[src/rtl/tpcg_pkg.sv]
package tpcg_pkg;

    // ---------------------------------------------------------------
    // divider and reset values
    // ---------------------------------------------------------------
    localparam int   TPCG_DIVIDE_RATIO    = 2;
    localparam int   TPCG_SYNC_STAGES     = 3;
    localparam logic TPCG_HALF_RESET      = 1'h0;
    localparam logic TPCG_PHASE_RESET     = 1'h0;
    localparam logic TPCG_ENABLE_RESET    = 1'h1;
    localparam logic TPCG_OSC_RESET       = 1'h1;
    localparam logic TPCG_SYNC_RESET      = 1'h0;

    // ---------------------------------------------------------------
    // operating modes
    // ---------------------------------------------------------------
    typedef enum logic [1:0] {
        TPCG_RUN,
        TPCG_IDLE,
        TPCG_PDOWN
    } tpcg_mode_e;

endpackage

[src/rtl/tpcg_clock_gen.sv]
`timescale 1ns/10ps

// Summary of operation
// - crystal input frequency is halved before the phase generators.
// - two phase clocks, active high, never high together.
// - state clock rises on phase_one rise, falls on phase_two rise.
// - cpu and peripheral clock branches are gated independently.
// - state clock pin is a delayed copy of the internal state clock.
// - one state time is phase_one plus phase_two, two input periods.
// - idle stops the cpu branch, peripheral branch keeps running.
// - reset or an enabled interrupt ends idle, restarting the cpu branch.
// - powerdown holds all clocks low, the state clock pin one cycle late, and disables the oscillator.
// - powerdown freezes the divider state but clears pending idle and powerdown requests.
module tpcg_clock_gen (
    // clock and reset
    input  wire logic SYS_CLK,
    input  wire logic RESET,
    // crystal side
    input  wire logic CRYSTAL_INPUT,
    output logic      OSC_ENABLE,
    // power management requests
    input  wire logic IDLE_REQ,
    input  wire logic POWERDOWN_REQ,
    input  wire logic WAKE_IRQ,
    // phase clocks
    output logic      PHASE_ONE,
    output logic      PHASE_TWO,
    output logic      CPU_PHASE_ONE,
    output logic      CPU_PHASE_TWO,
    output logic      PERIPH_PHASE_ONE,
    output logic      PERIPH_PHASE_TWO,
    // state clock
    output logic      STATE_CLOCK_INTERNAL,
    output logic      STATE_CLOCK_OUTPUT,
    output tpcg_pkg::tpcg_mode_e MODE
);
    import tpcg_pkg::*;

    // ---------------------------------------------------------------
    // crystal synchroniser
    // ---------------------------------------------------------------
    logic xtal_s2;
    logic xtal_s3;
    logic xtal_rise;

    tpcg_sync3 u_xtal_sync (
        .sys_clk     (SYS_CLK),
        .reset       (RESET),
        .pin_in      (CRYSTAL_INPUT),
        .stage_two   (xtal_s2),
        .stage_three (xtal_s3)
    );

    assign xtal_rise = xtal_s2 & ~xtal_s3;

    // ---------------------------------------------------------------
    // mode control
    // ---------------------------------------------------------------
    tpcg_mode_e mode_q;
    tpcg_mode_e mode_d;
    logic       idle_pend_q;
    logic       idle_pend_d;
    logic       pdown_pend_q;
    logic       pdown_pend_d;
    logic       cpu_en_q;
    logic       cpu_en_d;
    logic       per_en_q;
    logic       per_en_d;
    logic       osc_q;
    logic       osc_d;
    logic       resume_q;
    logic       resume_d;

    always_comb begin
        mode_d       = mode_q;
        idle_pend_d  = idle_pend_q | IDLE_REQ;
        pdown_pend_d = pdown_pend_q | POWERDOWN_REQ;
        case (mode_q)
            TPCG_RUN: begin
                if (xtal_rise && pdown_pend_d) begin
                    mode_d       = TPCG_PDOWN;
                    pdown_pend_d = 1'h0;
                    idle_pend_d  = 1'h0;
                end else if (xtal_rise && idle_pend_d) begin
                    mode_d      = TPCG_IDLE;
                    idle_pend_d = 1'h0;
                end
            end
            TPCG_IDLE: begin
                if (xtal_rise && WAKE_IRQ) begin
                    mode_d = TPCG_RUN;
                end else if (xtal_rise && pdown_pend_d) begin
                    mode_d       = TPCG_PDOWN;
                    pdown_pend_d = 1'h0;
                end
                idle_pend_d = 1'h0;
            end
            TPCG_PDOWN: begin
                // phases already low, leave at once
                if (WAKE_IRQ) begin
                    mode_d = TPCG_RUN;
                end
                idle_pend_d  = 1'h0;
                pdown_pend_d = 1'h0;
            end
            default: begin
                mode_d = TPCG_RUN;
            end
        endcase
        // idle gates only the cpu branch
        cpu_en_d = (mode_d == TPCG_RUN);
        per_en_d = (mode_d != TPCG_PDOWN);
        osc_d    = (mode_d != TPCG_PDOWN);
        // after powerdown, phases wait for a crystal rise
        resume_d = (mode_q == TPCG_PDOWN) || (resume_q && !xtal_rise);
    end

    always_ff @(posedge SYS_CLK or posedge RESET) begin
        if (RESET) begin
            mode_q       <= TPCG_RUN;
            idle_pend_q  <= 1'h0;
            pdown_pend_q <= 1'h0;
            cpu_en_q     <= TPCG_ENABLE_RESET;
            per_en_q     <= TPCG_ENABLE_RESET;
            osc_q        <= TPCG_OSC_RESET;
            resume_q     <= 1'h0;
        end else begin
            mode_q       <= mode_d;
            idle_pend_q  <= idle_pend_d;
            pdown_pend_q <= pdown_pend_d;
            cpu_en_q     <= cpu_en_d;
            per_en_q     <= per_en_d;
            osc_q        <= osc_d;
            resume_q     <= resume_d;
        end
    end

    // ---------------------------------------------------------------
    // divider and phase generator
    // ---------------------------------------------------------------
    logic half_q;
    logic half_d;
    logic ph1_q;
    logic ph1_d;
    logic ph2_q;
    logic ph2_d;
    logic cph1_q;
    logic cph1_d;
    logic cph2_q;
    logic cph2_d;
    logic pph1_q;
    logic pph1_d;
    logic pph2_q;
    logic pph2_d;
    logic sclk_q;
    logic sclk_d;
    logic spin_q;
    logic spin_d;
    logic frozen;

    assign frozen = (mode_d == TPCG_PDOWN);

    always_comb begin
        half_d = (xtal_rise && !frozen) ? ~half_q : half_q;
        // one gap cycle after each input rising edge
        if (frozen || xtal_rise || resume_d) begin
            ph1_d = 1'h0;
            ph2_d = 1'h0;
        end else begin
            ph1_d = half_q;
            ph2_d = ~half_q;
        end
        cph1_d = ph1_d & cpu_en_d;
        cph2_d = ph2_d & cpu_en_d;
        pph1_d = ph1_d & per_en_d;
        pph2_d = ph2_d & per_en_d;
        if (frozen) begin
            sclk_d = 1'h0;
        end else if (ph1_d && !ph1_q) begin
            sclk_d = 1'h1;
        end else if (ph2_d && !ph2_q) begin
            sclk_d = 1'h0;
        end else begin
            sclk_d = sclk_q;
        end
        // pin copy lags the internal clock
        spin_d = sclk_q;
    end

    always_ff @(posedge SYS_CLK or posedge RESET) begin
        if (RESET) begin
            half_q <= TPCG_HALF_RESET;
            ph1_q  <= TPCG_PHASE_RESET;
            ph2_q  <= TPCG_PHASE_RESET;
            cph1_q <= TPCG_PHASE_RESET;
            cph2_q <= TPCG_PHASE_RESET;
            pph1_q <= TPCG_PHASE_RESET;
            pph2_q <= TPCG_PHASE_RESET;
            sclk_q <= TPCG_PHASE_RESET;
            spin_q <= TPCG_PHASE_RESET;
        end else begin
            half_q <= half_d;
            ph1_q  <= ph1_d;
            ph2_q  <= ph2_d;
            cph1_q <= cph1_d;
            cph2_q <= cph2_d;
            pph1_q <= pph1_d;
            pph2_q <= pph2_d;
            sclk_q <= sclk_d;
            spin_q <= spin_d;
        end
    end

    assign PHASE_ONE            = ph1_q;
    assign PHASE_TWO            = ph2_q;
    assign CPU_PHASE_ONE        = cph1_q;
    assign CPU_PHASE_TWO        = cph2_q;
    assign PERIPH_PHASE_ONE     = pph1_q;
    assign PERIPH_PHASE_TWO     = pph2_q;
    assign STATE_CLOCK_INTERNAL = sclk_q;
    assign STATE_CLOCK_OUTPUT   = spin_q;
    assign OSC_ENABLE           = osc_q;
    assign MODE                 = mode_q;

    // ---------------------------------------------------------------
    // checks
    // ---------------------------------------------------------------
    phase_overlap_a: assert property (
        @(posedge SYS_CLK) disable iff (RESET) !(ph1_q && ph2_q))
        else $error("phases overlap");

    divider_toggle_a: assert property (
        @(posedge SYS_CLK) disable iff (RESET)
        (xtal_rise && mode_d != TPCG_PDOWN) |=> (half_q != $past(half_q)))
        else $error("divider missed an input edge");

    state_period_a: assert property (
        @(posedge SYS_CLK) disable iff (RESET)
        (xtal_rise && mode_q == TPCG_RUN && mode_d == TPCG_RUN)
        |=> !ph1_q && !ph2_q ##1 (ph1_q != ph2_q))
        else $error("phase not produced after input edge");

    sclk_rise_a: assert property (
        @(posedge SYS_CLK) disable iff (RESET)
        $rose(ph1_q) |-> sclk_q)
        else $error("state clock did not rise with phase one");

    pin_delay_a: assert property (
        @(posedge SYS_CLK) disable iff (RESET)
        spin_q == $past(sclk_q))
        else $error("state clock pin not a delayed copy");

    idle_gate_a: assert property (
        @(posedge SYS_CLK) disable iff (RESET)
        (mode_q == TPCG_IDLE && xtal_rise && !WAKE_IRQ && !pdown_pend_d)
        |=> ##1 (!cph1_q && !cph2_q && (pph1_q || pph2_q)))
        else $error("idle branch gating wrong");

    idle_wake_a: assert property (
        @(posedge SYS_CLK) disable iff (RESET)
        (mode_q == TPCG_IDLE && xtal_rise && WAKE_IRQ) |=> mode_q == TPCG_RUN)
        else $error("interrupt did not end idle");

    pdown_low_a: assert property (
        @(posedge SYS_CLK) disable iff (RESET)
        mode_q == TPCG_PDOWN |-> !ph1_q && !ph2_q && !pph1_q && !cph1_q
                                  && !pph2_q && !cph2_q && !sclk_q && !osc_q)
        else $error("clock running in powerdown");

    pdown_hold_a: assert property (
        @(posedge SYS_CLK) disable iff (RESET)
        (mode_q == TPCG_PDOWN && $past(mode_q) == TPCG_PDOWN) |-> $stable(half_q))
        else $error("divider state disturbed in powerdown");

    gate_switch_a: assert property (
        @(posedge SYS_CLK) disable iff (RESET)
        ($changed(cpu_en_q) || $changed(per_en_q)) |-> (!ph1_q && !ph2_q))
        else $error("branch gate changed during a phase");

    branch_split_a: assert property (
        @(posedge SYS_CLK) disable iff (RESET)
        (cpu_en_q |-> (cph1_q == ph1_q && pph1_q == ph1_q)))
        else $error("branch does not follow phase");

endmodule

[src/rtl/tpcg_sync3.sv]
`timescale 1ns/10ps

module tpcg_sync3 (
    // clock and reset
    input  wire logic sys_clk,
    input  wire logic reset,
    // pin in, synchronised taps out
    input  wire logic pin_in,
    output logic      stage_two,
    output logic      stage_three
);
    import tpcg_pkg::*;

    logic stage_one_q;
    logic stage_two_q;
    logic stage_three_q;

    always_ff @(posedge sys_clk or posedge reset) begin
        if (reset) begin
            stage_one_q   <= TPCG_SYNC_RESET;
            stage_two_q   <= TPCG_SYNC_RESET;
            stage_three_q <= TPCG_SYNC_RESET;
        end else begin
            stage_one_q   <= pin_in;
            stage_two_q   <= stage_one_q;
            stage_three_q <= stage_two_q;
        end
    end

    assign stage_two   = stage_two_q;
    assign stage_three = stage_three_q;

endmodule
[config.mk]
export PLATFORM = sky130hd
export DESIGN_NAME = tpcg_clock_gen
export DESIGN_NICKNAME = d
export VERILOG_FILES = /design/src/rtl/tpcg_pkg.sv /design/src/rtl/tpcg_clock_gen.sv /design/src/rtl/tpcg_sync3.sv
export SDC_FILE = /design/constraint.sdc
export NUM_CORES = 1
export LEC_CHECK = 0
export BUFFER_PORTS_ARGS = -buffer_cell sky130_fd_sc_hd__buf_2
export CAP_MARGIN = 20
export CORE_MARGIN = 2
export CORE_UTILIZATION = 54
export CTS_BUF_LIST = sky130_fd_sc_hd__clkbuf_8
export DETAILED_ROUTE_END_ITERATION = 8
export PLACE_DENSITY = 0.8
export SYNTH_ARGS = -nofsm -noshare
export SYNTH_HDL_FRONTEND = slang
export SYNTH_SLANG_ARGS = --single-unit
[constraint.sdc]
create_clock -name SYS_CLK -period 1.4 [get_ports SYS_CLK]
set_clock_uncertainty 0.05 [all_clocks]
set_input_delay 0.14 -clock SYS_CLK [delete_from_list [all_inputs] [get_ports SYS_CLK]]
set_output_delay 0.14 -clock SYS_CLK [all_outputs]
set_load 0.1 [all_outputs]
; ---- After elaboration in Yosys (flattened, before gate mapping)
; Index checks and enable logic that the tools add are counted.
[classes]
muxes = 17
bitwise = 9
eq_ne = 4
n_reduce_logical = 18
[op_table]
columns = cell, count
row1 = $mux W2, 5
row2 = $mux W1, 9
row3 = $logic_and A1 B1 Y1, 7
row4 = $pmux W2 S3, 1
row5 = $and A1 B1 Y1, 5
row6 = $eq A2 B2 Y1 const B, 2
row7 = $logic_not A1 Y1, 4
row8 = $logic_not A2 Y1, 2
row9 = $logic_or A1 B1 Y1, 3
row10 = $pmux W1 S3, 1
row11 = $reduce_bool A3 Y1, 1
row12 = $eq A2 B1 Y1 const B, 1
row13 = $ne A2 B2 Y1 const B, 1
row14 = $not A1 Y1, 2
row15 = $or A1 B1 Y1, 2
row16 = $pmux W1 S2, 1
row17 = $reduce_or A2 Y1, 1
[word_totals]
register_bits = 18
wordCells = 65
input_bits = 6
out_inout_bits = 11

; ---- Logic depth before layout (Yosys ltp)
[depth]
word_depth = 14
depth_mapped = 5
ltp_nobuf = 4

; ---- Cells and area by module
; Synthesis repeated with hierarchy kept, for this count alone.
[unflattened]
hier_cells = 64
hier_area_um2 = 783.3
[modules_own_cells]
columns = mod, seq_area_each_um2, area_per_inst_um2, instances, cells_per_inst
row1 = tpcg_clock_gen, 376.6, 704.4, 1, 60
row2 = tpcg_sync3, 75.1, 78.8, 1, 4

; ---- Worst setup path after synthesis
; No wires, ideal clock.
[synth_path]
path_type = reg2reg
from = register mode_q[1] (netlist: MODE[1])
to = register cph1_q (netlist: CPU_PHASE_ONE)
n_path_buf = 0
setup_ps = 123
stages_incl_launch_ff = 5
period_less_slack_ps = 1862
slack_ps = -462
arrival_time_ps = 1690
required_time_ps = 1227
path_cell_list = dfrtp_1 -> nor2b_4 -> nor3_4 -> and2_4 -> nor2b_1
[synth_via]
elab_chain_cells = 8
word_cells_on_any_way = 16
classes_between = eq/ne: 3 / mux: 7 / bitwise: 1 / reduce/logical: 5
[synth_lines]
columns = element, line
row1 = from (decl), tpcg_clock_gen.sv:59  ; tpcg_mode_e mode_q;
row2 = from (signal assigned), tpcg_clock_gen.sv:128  ; mode_q <= mode_d;
row3 = $mux W2 (on tied branches), "tpcg_clock_gen.sv:92, tpcg_clock_gen.sv:84"
row4 = $mux W2 (on tied branches), "tpcg_clock_gen.sv:90, tpcg_clock_gen.sv:80"
row5 = $pmux W2 S3, tpcg_clock_gen.sv:78  ; case (mode_q)
row6 = $eq A2 B2 Y1, tpcg_clock_gen.sv:161  ; assign frozen = (mode_d == TPCG_PDOWN);
row7 = $logic_or A1 B1 Y1, tpcg_clock_gen.sv:166  ; if (frozen || xtal_rise || resume_d) begin
row8 = $logic_or A1 B1 Y1 (*), tpcg_clock_gen.sv:166
row9 = $mux W1 (*), tpcg_clock_gen.sv:166
row10 = via ph1_d, tpcg_clock_gen.sv:144  ; logic ph1_d;
row11 = $and A1 B1 Y1 (*), tpcg_clock_gen.sv:173  ; cph1_d = ph1_d & cpu_en_d;
row12 = via cph1_d, tpcg_clock_gen.sv:148  ; logic cph1_d;
row13 = to (signal assigned), tpcg_clock_gen.sv:205  ; cph1_q <= cph1_d;
row14 = to (decl), tpcg_clock_gen.sv:147  ; logic cph1_q;
; Mark *: on every way through the listed nets, which the timed path passes. The rest lies on a longest branch.
; A chain may end at the register's enable or synchronous reset.

; ---- Worst setup path in the final report
[layout_path]
from = register mode_q[0] (netlist: MODE[0])
to = register cph2_q (netlist: CPU_PHASE_TWO)
[layout_via]
elab_chain_cells = 8
word_cells_on_any_way = 16
classes_between = eq/ne: 3 / mux: 7 / bitwise: 1 / reduce/logical: 5
[layout_lines]
columns = element, line
row1 = $mux W2 (on tied branches), "tpcg_clock_gen.sv:92, tpcg_clock_gen.sv:84"
row2 = $mux W2 (on tied branches), "tpcg_clock_gen.sv:90, tpcg_clock_gen.sv:80"
row3 = $pmux W2 S3, tpcg_clock_gen.sv:78
row4 = $eq A2 B2 Y1, tpcg_clock_gen.sv:161
row5 = $logic_or A1 B1 Y1 (2 in a row), tpcg_clock_gen.sv:166
row6 = $mux W1, tpcg_clock_gen.sv:166
row7 = $and A1 B1 Y1 (*), tpcg_clock_gen.sv:174  ; cph2_d = ph2_d & cpu_en_d;
row8 = via cph2_d, tpcg_clock_gen.sv:150  ; logic cph2_d;
row9 = to (signal assigned), tpcg_clock_gen.sv:206  ; cph2_q <= cph2_d;
row10 = to (decl), tpcg_clock_gen.sv:149  ; logic cph2_q;
; Marks and branches as above.

==> metrics.cfg <==
[timing]
fin_crit_sh_pct=96.3
setup_violations=0
period_minus_slack_ns=1.35
tns_ns=0
slew_headroom_pct=67.6
hold_viol_final=0
clock.fmax_mhz=742
hold_ws_ns=0.145
tightest_slew_ns=0.489
slew_viol_final=0

[final_layout]
final_cell_mix=14 x dfrtp_1, 13 x buf_2, 5 x o21ai_0, 5 x inv_1, 5 x buf_4
drive_gt1_share_pct=46.0
fin_nets=94
synthToLayoutAreaGrowth_pct=33.6
ff_latch_area_um2=460
largest_register_ffs=2
multi_input_area_um2=283
fillCellCount=85
final_common_cell=dfrtp_1
num_antenna_cells=0
postLayoutCellArea_um2=1000
finish.utilization_pct=77.2

[routing]
via_count=543
dr.first_iter.drc_count=14
via_per_inst=5.32
ant_nets=0
drc_errors=0
first_pass_iters=4
wire_per_inst_um=15.0
routed_wl_um=1530

[yosys]
synth-compound-area-share_pct=13.3
synth_cells=61
yosysWarnings=0
synth.distinct_cells=26
synth.mux.area_fraction_pct=0
synthAdderAreaFrac_pct=0
netlist_area_um2=752
synth-seq-cells=18
synth_top_family_by_area=simple AND/OR/NAND/NOR gates
synth.net_count=67
synth_xor_area_share_pct=1.16
synth.avg_cell_area_um2=12.3
yosysSeqAreaShare_pct=60.1
synthSimpleGateAreaFrac_pct=20.5

[critical_path]
endpoint_kind=flop
critPathKind=reg2reg
cp-start-kind=flop
path_max_fanout=5
required_ns=1.49
critPathArrivalTime_ns=1.44

[clock_tree]
clkLatencyLatePin_ns=0.25
cts_tree=done
clk_pin_slew_ns=0.07
clock-sinks=18
cts_root_buf=clkbuf_8
h-tree-depth=1
clockBufferDepth=2
numCtsBuffers=3

[die]
fp-row-count=13
die_y_um=41.3
ios=17
die_w_um=41.3
start_util_pct=57.8
die_area_um2=1710
coreArea_um2=1300

[global_route]
antenna_found_initial=0
grt-ovfl-total=0
grt_pass1_wl_um=2030
grt_pass1_vias=488
grt_max_degree=19
grt_util_all_layers_pct=19.9

[job]
drv_cap=0

[place]
gp_congestion=0.769
placed_cell_area_um2=890
hpwl_um=990
numPortBuffers=16

[hold_path]
holdCritPathClass=in2reg

[outcome]
status=complete, no violations

## path summary, 6_finish.rpt
check | start | to | slack (ns) | cells past startpoint
max | MODE[0]$_DFF_PP0_ | CPU_PHASE_TWO$_DFF_PP0_ | 0.05 | 4
min | IDLE_REQ | idle_pend_q$_DFF_PP0_ | 0.15 | 3
max reg2reg | MODE[0]$_DFF_PP0_ | CPU_PHASE_TWO$_DFF_PP0_ | 0.05 | 4
min reg2reg | u_xtal_sync.stage_one_q$_DFF_PP0_ | u_xtal_sync.stage_two$_DFF_PP0_ | 0.31 | 0
max in group asynchronous | RESET | OSC_ENABLE$_DFF_PP1_ | 0.65 | 4
min in group asynchronous | RESET | pdown_pend_q$_DFF_PP0_ | 0.40 | 4
## kinds of logic (layout without fill, tap and decap cells)
family / after synthesis / after routing
compound gates: 14 / 14
xor+xnor: 1 / 1
simple gates: 22 / 23
flops: 18 / 18
buf+inv: 6 / 31
## final cells by class
cell class | count | area share (%)
Multi-Input combinational cell | 38 | 28.1
Sequential cell | 18 | 45.8
Timing Repair Buffer | 23 | 18.2
Inverter | 4 | 1.49
Clock inverter | 1 | 0.374
Clock buffer | 3 | 4.11
Tap cell | 15 | 1.87
## stage by stage
stage / setup slack [ns] / cells
final: 0.0523 / 102
after global routing: -0.0309 / 102
after CTS: 0.0104 / 99
after detailed placement: 0.0219 / 93
after global placement: 0.0521 / 93
after floorplan: -0.164 / 61
## worst max-delay path, cell delays in order, from the launching register on
cell	delay, ns
dfrtp_4	0.51
o21a_1	0.19
a31o_2	0.24
a31oi_4	0.17
nor2b_2	0.07
## synth_stat cells
master / number / area share (%)
dfrtp_1: 17 / 57
o21ai_0: 5 / 3.3
inv_1: 4 / 2.0
a21oi_1: 3 / 2.0
nand2_1: 3 / 1.5
nor2_1: 3 / 1.5
nor2b_1: 3 / 2.5
and2_1: 2 / 1.7
buf_6: 2 / 3.0
nor2b_4: 2 / 3.7
nor3_1: 2 / 1.3
a21o_1: 1 / 1.0
a21oi_2: 1 / 1.2
a311oi_2: 1 / 2.0
a31o_2: 1 / 1.2
a31oi_2: 1 / 1.7
and2_4: 1 / 1.2
dfstp_2: 1 / 3.5
nand2b_1: 1 / 0.83
nor2_2: 1 / 0.83
nor3_4: 1 / 2.2
nor4_1: 1 / 0.83
nor4_2: 1 / 1.7
o21a_1: 1 / 1.0
or2_1: 1 / 0.83
xnor2_1: 1 / 1.2
## layer usage
layer / GRT usage [%] / routed length, µm / vias up
li1: - / - / 255
met1: 19.7 / 687 / 270
met2: 35.5 / 761 / 16
met3: 6.38 / 70 / 2
met4: 12.1 / 11 / 0
met5: 0 / 0 / -
## what timing repair did
action / in CTS / in global routing
cloned: 0 / 1
hold buffers: 2 / 0
gates resized for setup: 1 / 2
hold endpoints to repair: 18 / 0
endpoints found under the setup margin: 1 / 3
setup buffers: 0 / 2
Power is left out: the tool's default activity adds up to more than one toggle a clock period on the data nets, which glitch-free logic cannot reach.
